[src/common/nfc_defines.vh]
// constants for the nand program, copy, erase and id sequencer
`ifndef NFC_DEFINES_VH
`define NFC_DEFINES_VH
// commands
`define NFC_CMD_SETUP      8'h80
`define NFC_CMD_SETUP2     8'h81
`define NFC_CMD_MULTI      8'h11
`define NFC_CMD_CACHE      8'h15
`define NFC_CMD_PROG       8'h10
`define NFC_CMD_COPY_TGT   8'h8c
`define NFC_CMD_ERASE      8'h60
`define NFC_CMD_ERASE_GO   8'hd0
`define NFC_CMD_STAT_DIST  8'h71
`define NFC_CMD_ID         8'h90
`define NFC_CMD_RESET      8'hff
`define NFC_CMD_READ       8'h00
`define NFC_CMD_READ_GO    8'h35
// software register offsets
`define NFC_REG_CTRL       4'h0
`define NFC_REG_ADDR_A     4'h1
`define NFC_REG_ADDR_B     4'h2
`define NFC_REG_WDATA      4'h3
`define NFC_REG_STATUS     4'h4
`define NFC_REG_RDATA      4'h5
`define NFC_REG_ID_LO      4'h6
`define NFC_REG_ID_HI      4'h7
`define NFC_REG_DSTAT      4'h8
`define NFC_REG_COUNT      4'h9
// operation codes in ctrl[3:0]
`define NFC_OP_PROG        4'h1
`define NFC_OP_DUAL_PROG   4'h2
`define NFC_OP_COPY        4'h3
`define NFC_OP_DUAL_COPY   4'h4
`define NFC_OP_ERASE       4'h5
`define NFC_OP_DUAL_ERASE  4'h6
`define NFC_OP_ID          4'h7
`define NFC_OP_RESET       4'h8
// ctrl fields
`define NFC_CTRL_LAST_BIT  4
`define NFC_CTRL_DATA_BIT  5
// status byte fields
`define NFC_ST_OR_BIT      1
`define NFC_ST_D0_BIT      2
`define NFC_ST_D1_BIT      3
`define NFC_ST_RDY_BIT     6
// timing
`define NFC_T_STROBE_NS    25
`define NFC_ID_BYTES       5
`define NFC_ADDR_CYCLES    5
`define NFC_ROW_CYCLES     3
`endif

[src/verilog/nfc_host.v]
// host sequencer driving a two-district nand flash over its pins
`timescale 1ns/1ps
`include "nfc_defines.vh"
module nfc_host #(
	parameter CLK_MHZ = 200
)(
	input  wire        clock,
	input  wire        rstn,
	input  wire [3:0]  addr,
	input  wire [31:0] wdata,
	input  wire        wr,
	input  wire        rd,
	output reg  [31:0] rdata,
	output reg         nand_ce_n,
	output reg         nand_cle,
	output reg         nand_ale,
	output reg         nand_we_n,
	output reg         read_strobe_n,
	output reg         nand_wp_n,
	output reg  [7:0]  nand_io_out,
	output reg         nand_io_oe,
	input  wire [7:0]  nand_io_in,
	input  wire        ready_busy_output
);
	// ***************************************************************
	// timing and states
	// ***************************************************************
	localparam STROBE_CYC = (`NFC_T_STROBE_NS * CLK_MHZ + 999) / 1000;
	localparam [3:0] ST_IDLE = 4'h0;
	localparam [3:0] ST_CMD  = 4'h1;
	localparam [3:0] ST_ADR  = 4'h2;
	localparam [3:0] ST_DIN  = 4'h3;
	localparam [3:0] ST_DOUT = 4'h4;
	localparam [3:0] ST_WAIT = 4'h5;
	localparam [3:0] ST_NEXT = 4'h6;
	localparam [3:0] ST_IDRD = 4'h7;

	// ***************************************************************
	// registers
	// ***************************************************************
	reg [7:0]  ctrl_ff;
	reg [23:0] addr_a_ff;
	reg [23:0] addr_b_ff;
	reg [7:0]  wbyte_ff;
	reg        wbyte_vld_ff;
	reg [7:0]  rbyte_ff;
	reg        rbyte_vld_ff;
	reg [39:0] id_ff;
	reg [7:0]  dstat_ff;
	reg [15:0] count_ff;
	reg [15:0] left_ff;
	reg [3:0]  state_ff;
	reg [3:0]  step_ff;
	reg [2:0]  acnt_ff;
	reg [7:0]  tmr_ff;
	reg        busy_ff;
	reg        err_ff;
	reg        rb_s1_ff;
	reg        rb_s2_ff;
	reg [7:0]  io_s1_ff;
	reg [7:0]  io_s2_ff;
	reg [2:0]  idx_ff;
	reg        rb_seen_ff;

	wire [3:0] op = ctrl_ff[3:0];
	wire       last = ctrl_ff[`NFC_CTRL_LAST_BIT];
	wire       dual = (op == `NFC_OP_DUAL_PROG) ||
		(op == `NFC_OP_DUAL_COPY) || (op == `NFC_OP_DUAL_ERASE);
	// district is the block number's lowest bit (row bit 6)
	wire       dist_a = addr_a_ff[6];
	wire       dist_b = addr_b_ff[6];
	// one block per district and same page bits in dual program and dual copy
	wire       dual_ok = (dist_a != dist_b) &&
		(addr_a_ff[5:0] == addr_b_ff[5:0]);
	wire       rdy = rb_s2_ff;
	// first address of a sequence from addr_a, every later one from addr_b
	wire [23:0] cur_row = (step_ff != 4'h0) ? addr_b_ff : addr_a_ff;

	// ***************************************************************
	// pin synchronisers
	// ***************************************************************
	always @(posedge clock)
	begin
		if (!rstn)
		begin
			rb_s1_ff <= 1'b0;
			rb_s2_ff <= 1'b0;
			io_s1_ff <= 8'h00;
			io_s2_ff <= 8'h00;
		end
		else
		begin
			rb_s1_ff <= ready_busy_output;
			rb_s2_ff <= rb_s1_ff;
			io_s1_ff <= nand_io_in;
			io_s2_ff <= io_s1_ff;
		end
	end

	// ***************************************************************
	// command sequence lookup: step to command byte
	// ***************************************************************
	reg [7:0] seq_cmd;
	reg       seq_adr;
	reg       seq_row;
	reg       seq_din;
	reg       seq_end;
	always @*
	begin
		seq_cmd = `NFC_CMD_RESET;
		seq_adr = 1'b0;
		seq_row = 1'b0;
		seq_din = 1'b0;
		seq_end = 1'b0;
		case (op)
		`NFC_OP_PROG, `NFC_OP_COPY:
			case (step_ff)
			4'h0:
			begin
				seq_cmd = (op == `NFC_OP_COPY) ? `NFC_CMD_COPY_TGT :
					`NFC_CMD_SETUP;
				seq_adr = 1'b1;
				seq_din = ctrl_ff[`NFC_CTRL_DATA_BIT] ||
					(op == `NFC_OP_PROG);
			end
			default:
			begin
				seq_cmd = last ? `NFC_CMD_PROG : `NFC_CMD_CACHE;
				seq_end = 1'b1;
			end
			endcase
		`NFC_OP_DUAL_PROG, `NFC_OP_DUAL_COPY:
			case (step_ff)
			4'h0:
			begin
				seq_cmd = (op == `NFC_OP_DUAL_COPY) ?
					`NFC_CMD_COPY_TGT : `NFC_CMD_SETUP;
				seq_adr = 1'b1;
				seq_din = ctrl_ff[`NFC_CTRL_DATA_BIT] ||
					(op == `NFC_OP_DUAL_PROG);
			end
			4'h1:
			begin
				seq_cmd = `NFC_CMD_MULTI;
				seq_end = 1'b1;
			end
			4'h2:
			begin
				seq_cmd = (op == `NFC_OP_DUAL_COPY) ?
					`NFC_CMD_COPY_TGT : `NFC_CMD_SETUP2;
				seq_adr = 1'b1;
				seq_din = ctrl_ff[`NFC_CTRL_DATA_BIT] ||
					(op == `NFC_OP_DUAL_PROG);
			end
			default:
			begin
				seq_cmd = last ? `NFC_CMD_PROG : `NFC_CMD_CACHE;
				seq_end = 1'b1;
			end
			endcase
		`NFC_OP_ERASE, `NFC_OP_DUAL_ERASE:
			case (step_ff)
			4'h0:
			begin
				seq_cmd = `NFC_CMD_ERASE;
				seq_adr = 1'b1;
				seq_row = 1'b1;
			end
			4'h1:
			begin
				seq_cmd = (op == `NFC_OP_DUAL_ERASE) ? `NFC_CMD_ERASE :
					`NFC_CMD_ERASE_GO;
				seq_adr = (op == `NFC_OP_DUAL_ERASE);
				seq_row = 1'b1;
				seq_end = (op != `NFC_OP_DUAL_ERASE);
			end
			default:
			begin
				seq_cmd = `NFC_CMD_ERASE_GO;
				seq_end = 1'b1;
			end
			endcase
		`NFC_OP_ID:
		begin
			seq_cmd = `NFC_CMD_ID;
			seq_adr = 1'b1;
			seq_row = 1'b1;
			seq_end = 1'b1;
		end
		default: seq_end = 1'b1;
		endcase
	end

	// ***************************************************************
	// address byte for current cycle
	// ***************************************************************
	reg [7:0] adr_byte;
	// row byte index kept two bits wide so the column skip wraps cleanly
	wire [1:0] row_idx = seq_row ? acnt_ff[1:0] : acnt_ff[1:0] - 2'd2;
	always @*
	begin
		adr_byte = 8'h00;
		if (op == `NFC_OP_ID)
			adr_byte = 8'h00;
		else if (seq_row || acnt_ff >= 3'd2)
			adr_byte = cur_row[8 * row_idx +: 8];
	end

	wire [2:0] adr_n = (op == `NFC_OP_ID) ? 3'd1 :
		(seq_row ? 3'd`NFC_ROW_CYCLES : 3'd`NFC_ADDR_CYCLES);

	// ***************************************************************
	// main sequencer
	// ***************************************************************
	always @(posedge clock)
	begin
		if (!rstn)
		begin
			state_ff      <= ST_IDLE;
			step_ff       <= 4'h0;
			acnt_ff       <= 3'd0;
			tmr_ff        <= 8'h00;
			busy_ff       <= 1'b0;
			err_ff        <= 1'b0;
			nand_ce_n     <= 1'b1;
			nand_cle      <= 1'b0;
			nand_ale      <= 1'b0;
			nand_we_n     <= 1'b1;
			read_strobe_n <= 1'b1;
			nand_wp_n     <= 1'b0;
			nand_io_out   <= 8'h00;
			nand_io_oe    <= 1'b0;
			ctrl_ff       <= 8'h00;
			addr_a_ff     <= 24'h000000;
			addr_b_ff     <= 24'h000000;
			wbyte_ff      <= 8'h00;
			wbyte_vld_ff  <= 1'b0;
			rbyte_ff      <= 8'h00;
			rbyte_vld_ff  <= 1'b0;
			id_ff         <= 40'h0;
			dstat_ff      <= 8'h00;
			count_ff      <= 16'h0000;
			left_ff       <= 16'h0000;
			idx_ff        <= 3'd0;
			rb_seen_ff    <= 1'b0;
			rdata         <= 32'h0;
		end
		else
		begin
			// register port
			rdata <= 32'h0;
			if (rd)
				case (addr)
				`NFC_REG_CTRL:   rdata <= {24'h0, ctrl_ff};
				`NFC_REG_ADDR_A: rdata <= {8'h0, addr_a_ff};
				`NFC_REG_ADDR_B: rdata <= {8'h0, addr_b_ff};
				`NFC_REG_STATUS: rdata <= {26'h0, wbyte_vld_ff,
					rbyte_vld_ff, err_ff, rdy, !rdy, busy_ff};
				`NFC_REG_RDATA:  rdata <= {23'h0, rbyte_vld_ff, rbyte_ff};
				`NFC_REG_ID_LO:  rdata <= id_ff[31:0];
				`NFC_REG_ID_HI:  rdata <= {24'h0, id_ff[39:32]};
				`NFC_REG_DSTAT:  rdata <= {24'h0, dstat_ff};
				`NFC_REG_COUNT:  rdata <= {16'h0, count_ff};
				default:         rdata <= 32'h0;
				endcase
			if (rd && addr == `NFC_REG_RDATA)
				rbyte_vld_ff <= 1'b0;
			if (wr && addr == `NFC_REG_ADDR_A && !busy_ff)
				addr_a_ff <= wdata[23:0];
			if (wr && addr == `NFC_REG_ADDR_B && !busy_ff)
				addr_b_ff <= wdata[23:0];
			if (wr && addr == `NFC_REG_COUNT && !busy_ff)
				count_ff <= wdata[15:0];
			if (wr && addr == `NFC_REG_WDATA)
			begin
				wbyte_ff     <= wdata[7:0];
				wbyte_vld_ff <= 1'b1;
			end
			if (wr && addr == `NFC_REG_CTRL && !busy_ff)
			begin
				ctrl_ff <= wdata[7:0];
				err_ff  <= 1'b0;
				busy_ff    <= 1'b1;
				step_ff    <= 4'h0;
				state_ff   <= ST_CMD;
				tmr_ff     <= 8'h00;
				nand_ce_n  <= 1'b0;
				nand_wp_n  <= 1'b1;
			end
			case (state_ff)
			ST_IDLE: nand_io_oe <= 1'b0;
			ST_CMD:
			begin
				// dual requests with bad district pairing are refused
				if (dual && !dual_ok && op != `NFC_OP_DUAL_ERASE)
				begin
					err_ff    <= 1'b1;
					busy_ff   <= 1'b0;
					nand_ce_n <= 1'b1;
					state_ff  <= ST_IDLE;
				end
				// copy source row sits in addr_b, target shares its district
				else if ((op == `NFC_OP_DUAL_ERASE && dist_a == dist_b) ||
					(op == `NFC_OP_COPY && dist_a != dist_b))
				begin
					err_ff    <= 1'b1;
					busy_ff   <= 1'b0;
					nand_ce_n <= 1'b1;
					state_ff  <= ST_IDLE;
				end
				else if (tmr_ff == 8'h00)
				begin
					nand_cle    <= 1'b1;
					nand_io_out <= seq_cmd;
					nand_io_oe  <= 1'b1;
					nand_we_n   <= 1'b0;
					tmr_ff      <= 8'h01;
				end
				else if (tmr_ff == STROBE_CYC[7:0])
				begin
					nand_we_n <= 1'b1;
					tmr_ff    <= tmr_ff + 8'h01;
				end
				else if (tmr_ff > STROBE_CYC[7:0])
				begin
					nand_cle <= 1'b0;
					tmr_ff   <= 8'h00;
					acnt_ff  <= 3'd0;
					if (seq_adr)
						state_ff <= ST_ADR;
					else if (seq_end)
						state_ff <= ST_WAIT;
					else
						state_ff <= ST_NEXT;
				end
				else
					tmr_ff <= tmr_ff + 8'h01;
			end
			ST_ADR:
			begin
				if (tmr_ff == 8'h00)
				begin
					nand_ale    <= 1'b1;
					nand_io_out <= adr_byte;
					nand_we_n   <= 1'b0;
					tmr_ff      <= 8'h01;
				end
				else if (tmr_ff == STROBE_CYC[7:0])
				begin
					nand_we_n <= 1'b1;
					tmr_ff    <= tmr_ff + 8'h01;
				end
				else if (tmr_ff > STROBE_CYC[7:0])
				begin
					tmr_ff  <= 8'h00;
					acnt_ff <= acnt_ff + 3'd1;
					if (acnt_ff + 3'd1 == adr_n)
					begin
						nand_ale <= 1'b0;
						left_ff  <= count_ff;
						idx_ff   <= 3'd0;
						if (op == `NFC_OP_ID)
						begin
							nand_io_oe <= 1'b0;
							state_ff   <= ST_IDRD;
						end
						else if (seq_din && count_ff != 16'h0000)
							state_ff <= ST_DIN;
						else if (seq_end)
							state_ff <= ST_WAIT;
						else
							state_ff <= ST_NEXT;
					end
				end
				else
					tmr_ff <= tmr_ff + 8'h01;
			end
			ST_DIN:
			begin
				// stalls until software supplies the next byte
				if (tmr_ff == 8'h00 && wbyte_vld_ff)
				begin
					nand_io_out  <= wbyte_ff;
					nand_we_n    <= 1'b0;
					// a byte written in this very cycle stays pending
					if (!(wr && addr == `NFC_REG_WDATA))
						wbyte_vld_ff <= 1'b0;
					tmr_ff       <= 8'h01;
				end
				else if (tmr_ff == STROBE_CYC[7:0])
				begin
					nand_we_n <= 1'b1;
					tmr_ff    <= tmr_ff + 8'h01;
				end
				else if (tmr_ff > STROBE_CYC[7:0])
				begin
					tmr_ff  <= 8'h00;
					left_ff <= left_ff - 16'h0001;
					if (left_ff == 16'h0001)
						state_ff <= ST_NEXT;
				end
				else if (tmr_ff != 8'h00)
					tmr_ff <= tmr_ff + 8'h01;
			end
			ST_NEXT:
			begin
				step_ff  <= step_ff + 4'h1;
				tmr_ff   <= 8'h00;
				state_ff <= (seq_end) ? ST_WAIT : ST_CMD;
				if (op == `NFC_OP_PROG || op == `NFC_OP_COPY ||
					step_ff == 4'h0 || step_ff == 4'h2 || step_ff == 4'h3)
					state_ff <= ST_CMD;
			end
			ST_WAIT:
			begin
				// device busy after 11h, 15h, 10h, d0h or ffh
				nand_io_oe <= 1'b0;
				if (!rdy)
					rb_seen_ff <= 1'b1;
				if (rb_seen_ff && rdy)
				begin
					rb_seen_ff <= 1'b0;
					if (seq_cmd == `NFC_CMD_MULTI)
					begin
						step_ff  <= step_ff + 4'h1;
						state_ff <= ST_CMD;
					end
					else if (dual && op != `NFC_OP_ID)
					begin
						// collect district result with 71h
						ctrl_ff[3:0] <= `NFC_OP_ID;
						state_ff     <= ST_DOUT;
						tmr_ff       <= 8'h00;
					end
					else
					begin
						busy_ff   <= 1'b0;
						nand_ce_n <= 1'b1;
						state_ff  <= ST_IDLE;
					end
				end
			end
			ST_DOUT:
			begin
				// 71h then one status byte read back
				if (tmr_ff == 8'h00)
				begin
					nand_cle    <= 1'b1;
					nand_io_out <= `NFC_CMD_STAT_DIST;
					nand_io_oe  <= 1'b1;
					nand_we_n   <= 1'b0;
				end
				if (tmr_ff == STROBE_CYC[7:0])
				begin
					nand_we_n <= 1'b1;
				end
				// cle held one cycle past the rising strobe so 71h latches
				if (tmr_ff == STROBE_CYC[7:0] + 8'h01)
				begin
					nand_cle      <= 1'b0;
					nand_io_oe    <= 1'b0;
					read_strobe_n <= 1'b0;
				end
				if (tmr_ff == 3 * STROBE_CYC[7:0] + 8'h04)
				begin
					read_strobe_n <= 1'b1;
					dstat_ff      <= io_s2_ff;
					busy_ff       <= 1'b0;
					nand_ce_n     <= 1'b1;
					state_ff      <= ST_IDLE;
				end
				tmr_ff <= tmr_ff + 8'h01;
			end
			ST_IDRD:
			begin
				// five identification bytes read in turn
				if (tmr_ff == 8'h00)
					read_strobe_n <= 1'b0;
				if (tmr_ff == 2 * STROBE_CYC[7:0] + 8'h03)
				begin
					read_strobe_n <= 1'b1;
					id_ff[8 * idx_ff +: 8] <= io_s2_ff;
					rbyte_ff     <= io_s2_ff;
					rbyte_vld_ff <= 1'b1;
					idx_ff <= idx_ff + 3'd1;
					if (idx_ff == 3'd`NFC_ID_BYTES - 3'd1)
					begin
						busy_ff   <= 1'b0;
						nand_ce_n <= 1'b1;
						state_ff  <= ST_IDLE;
					end
				end
				tmr_ff <= (tmr_ff == 2 * STROBE_CYC[7:0] + 8'h04) ?
					8'h00 : tmr_ff + 8'h01;
			end
			default: state_ff <= ST_IDLE;
			endcase
		end
	end
endmodule
[config.mk]
export PLATFORM = sky130hd
export DESIGN_NAME = nfc_host
export DESIGN_NICKNAME = d
export VERILOG_FILES = /design/src/verilog/nfc_host.v
export VERILOG_INCLUDE_DIRS = /design/src /design/src/common
export SDC_FILE = /design/constraint.sdc
export NUM_CORES = 1
export LEC_CHECK = 0
export CORE_UTILIZATION = 64
export CTS_CLUSTER_SIZE = 28
export DETAILED_ROUTE_END_ITERATION = 10
export DONT_BUFFER_PORTS = 1
export PLACE_DENSITY = 0.92
export SLEW_MARGIN = 30
export SYNTH_ARGS = -nofsm -noshare
export SYNTH_HDL_FRONTEND = slang
export SYNTH_SLANG_ARGS = --single-unit
[constraint.sdc]
create_clock -name clock -period 3.7 [get_ports clock]
set_input_delay 0.37 -clock clock [delete_from_list [all_inputs] [get_ports clock]]
set_output_delay 0.37 -clock clock [all_outputs]
set_load 0.03 [all_outputs]
==> summary.md <==
* **max-capacitance violation count** 0
* **final-report setup violation count** 0
* **WP data arrival** 3550 ps
* **syn nets** 1539
* **static leakage** 4.63 nW
* **most used standard cell by instance count after synthesis** sky130_fd_sc_hd__nand2_1
* **number of I/O port buffers** 0
* **met3 capacity usage during global routing** 0.114
* **floorplan die height** 138 um
* **area share of the largest cell type after synthesis** 0.414
* **Nets** 1535
* **count of cell types in the netlist** 87
* **final-layout worst hold slack** -5.22 ps
* **Post-synth ARST share** 0
* **combined area of the multi-input logic cells** 6460 um^2
* **Min-Delay Path Depth** 2
* **initial drt markers** 1789
* **period utilization** 0.840
* **total vias in the final route** 11800
* **die width** 138 um
* **placeable core area** 18000 um^2
* **pin count of the biggest net entering global routing** 101
* **effective utilization at floorplan** 0.655
* **share of synthesized area occupied by flip-flops and latches** 0.414
* **Cell Pwr Density** 412 nW/um^2
* **critical register-to-register path startpoint** step_ff[0]
* **master of the slowest instance on the critical path** sky130_fd_sc_hd__or3b_2
* **Seq cells post-synth** 244
* **Post-Synthesis Cells** 1470
* **vias in the first global route** 10500
* **cell area after placement** 11900 um^2
* **path category of the worst min-delay check** primary input to register
* **Max Buffers Root-to-Sink** 3
* **CP Buf/Inv Count** 1
* **required time of the critical path** 4140 ps
* **post-DR wirelength/cell** 21.7 um
* **met2 Usage GRT** 0.591
* **TritonCTS buffer count** 25
* **Ys Warns** 0
* **first-pass detailed-route iteration total** 7
* **setup repair after global routing missed its margin** no
* **most used routing layer** met2
* **total number of placement rows** 49
* **crit-path cells** inv_1 > ha_1 > or3b_2 > nand3b_1 > a31oi_1 > a211o_1 > o31ai_1 > o21ai_0 > o221ai_1
* **Peak supply drop** 0.000446 V
* **pin slew with the least headroom to its limit** 970 ps
* **worst reg-to-reg setup slack** 590 ps
* **final wirelength** 37300 um
* **placed wire-length estimate** 23900 um
* **clock transition at the registers of the reported paths** 70 ps
* **total congestion overflow** 0
* **Tmin final** 3110 ps
* **failing checks** negative hold slack
* **final worst clock skew** 18.2 ps
* **CTS tree** built
* **Synth Area per Inst** 8.03 um^2
* **die area** 19000 um^2
* **crit-path leading delay family** compound AO/OA/AOI/OAI gates
* **post-route standard cell area excluding fillers** 13200 um^2
* **CTS HTree Levels** 1
* **global-route wire length before repair** 56300 um
* **number of remaining DRC errors** 0
* **largest stage delay on the critical path** 670 ps
* **top cells by count, synth** 271 x sky130_fd_sc_hd__nand2_1, 244 x sky130_fd_sc_hd__dfxtp_1, 189 x sky130_fd_sc_hd__a21oi_1
* **launching element type of the critical path** register
* **critical register-to-register path endpoint** tmr_ff[7]
* **EDFF count, synth** 0
* **clock insertion delay at the later pin of the skew report** 540 ps
* **cell area after technology mapping** 11800 um^2
* **Max Slew Vio Count** 0
* **top-level I/O count** 96
* **Root Buffer Master** sky130_fd_sc_hd__clkbuf_16
* **final hold violations** 4
* **Via-to-Cell Ratio** 6.90
* **Max FO, Critical Path** 11
* **endpoint type of the worst setup path** register
* **status** complete, but fails checks
* **beginning of the worst hold path** wdata[19]
* **Hold EP** addr_b_ff[19]
* **initial antenna violation count** 1
* **final antenna-violating net count** 0
* **Primary FF master, synth** sky130_fd_sc_hd__dfxtp_1
* **type of the setup path with the least slack** register to register
* **clk sink count** 244
* **depth of the most critical reg-to-reg path** 9
* **library cell with the largest summed area after synthesis** sky130_fd_sc_hd__dfxtp_1
* **Tot GR Track Use** 0.382
* **area taken by flip-flops and latches** 4880 um^2
* **area overhead of the layout relative to synthesis** 11.9%
* **worst rel slew slack** 0.347
* **leading post-synthesis cells by cell area** sky130_fd_sc_hd__dfxtp_1 41%, sky130_fd_sc_hd__nand2_1 8.6%, sky130_fd_sc_hd__a21oi_1 8.0%
* **Global Route met1 Usage** 0.485
* **filler instances** 1253
* **Total Negative Setup Slacks** 0 ps
* **Final Wtd Congestion** 0.965
* **max frequency** 0.322 GHz
* **fraction of final layout cells with drive strength greater than 1** 0.0829
-- worst max-delay path by stage --
stage          slack, ps  depth (start not counted)       start           to
6_report             590                          9  step_ff[0]    tmr_ff[7]
2_1_floorplan        800                         12  acnt_ff[0]   left_ff[5]
3_3_place_gp         800                          9  step_ff[0]    tmr_ff[7]
4_1_cts              690                         10   tmr_ff[0]  left_ff[15]
5_1_grt              390                          9  step_ff[0]    tmr_ff[7]
3_5_place_dp         730                         10   tmr_ff[0]   left_ff[8]
-- cells in the final DEF (no fill, tap or decap), types with 10 or more instances in the layout --
cell	Yosys	layout
sky130_fd_sc_hd__nor3_1	26	23
sky130_fd_sc_hd__a21oi_1	189	189
sky130_fd_sc_hd__dfxtp_1	244	244
sky130_fd_sc_hd__mux2i_1	36	36
sky130_fd_sc_hd__o21ai_0	41	41
sky130_fd_sc_hd__dlygate4sd3_1	0	44
sky130_fd_sc_hd__nand2_1	271	271
sky130_fd_sc_hd__ha_1	20	20
sky130_fd_sc_hd__nand4_1	12	12
sky130_fd_sc_hd__buf_4	1	28
sky130_fd_sc_hd__nor2_1	95	94
sky130_fd_sc_hd__inv_1	18	17
sky130_fd_sc_hd__a22oi_1	48	48
sky130_fd_sc_hd__o211ai_1	15	15
sky130_fd_sc_hd__and2_1	27	27
sky130_fd_sc_hd__nand3_1	75	75
sky130_fd_sc_hd__nand2b_1	10	10
sky130_fd_sc_hd__clkbuf_16	0	25
sky130_fd_sc_hd__a31oi_1	23	23
sky130_fd_sc_hd__and3_1	21	21
sky130_fd_sc_hd__nor2b_1	14	14
-- area by class of cell --
class / instances / area share
antenna: 1 / 0.000189
clock buffer: 31 / 0.0521
clock inverter: 13 / 0.00994
inverter: 18 / 0.00530
multi-input combinational: 1103 / 0.489
sequential: 244 / 0.370
tap: 229 / 0.0217
timing repair buffer: 74 / 0.0519
-- timing repair --
| item | 4_1_cts | 5_1_grt |
|---|---|---|
| resized for setup | 0 | 0 |
| endpoints found under the hold margin | 92 | 0 |
| hold buffers | 44 | 0 |
| buffers inserted | 0 | 0 |
-- per-stage QoR --
stage	setup slack (ps)	cells	utilization	total power [mW]	hold slack [ps]
after floorplan	801	1470	-	2.85	412
after global placement	801	1623	0.662	2.89	415
after detailed placement	727	1623	0.662	2.89	419
after CTS	693	1711	0.732	5.41	0.388
after global routing	389	1713	0.733	5.55	0.881
final	590	1713	0.733	5.44	-5.22
-- flip-flops by register name (all words and copies together), names as in the netlist, 4 cells and up --
name	flops
addr_a_ff	24
addr_b_ff	24
count_ff	16
ctrl_ff	8
dstat_ff	8
id_ff	40
io_s1_ff	8
io_s2_ff	8
left_ff	16
nand_io_out	8
rbyte_ff	8
rdata	32
state_ff	4
step_ff	4
tmr_ff	8
wbyte_ff	8
-- where the power goes --
| part | internal (mW) | switching [mW] | total [mW] |
|---|---|---|---|
| sequential | 2.65 | 0.0356 | 2.69 |
| combinational | 0.0802 | 0.134 | 0.214 |
| clock | 1.46 | 1.08 | 2.54 |
-- layer usage --
metal	up-vias	wire (um)
met3	186	5340
met1	5438	13400
met5	-	0
met2	928	16400
li1	5262	-
met4	0	2120
-- cells by family after synthesis --
kind of cell / Yosys count / synth area share
compound gates: 411 / 0.223
xor+xnor: 13 / 0.0103
fa+ha+maj: 20 / 0.0212
buf+inv: 123 / 0.0406
flops: 244 / 0.414
mux: 49 / 0.0506
other cells: 1 / 0.000318
simple gates: 609 / 0.240
Note: power is estimated with default switching activity, not from simulation.
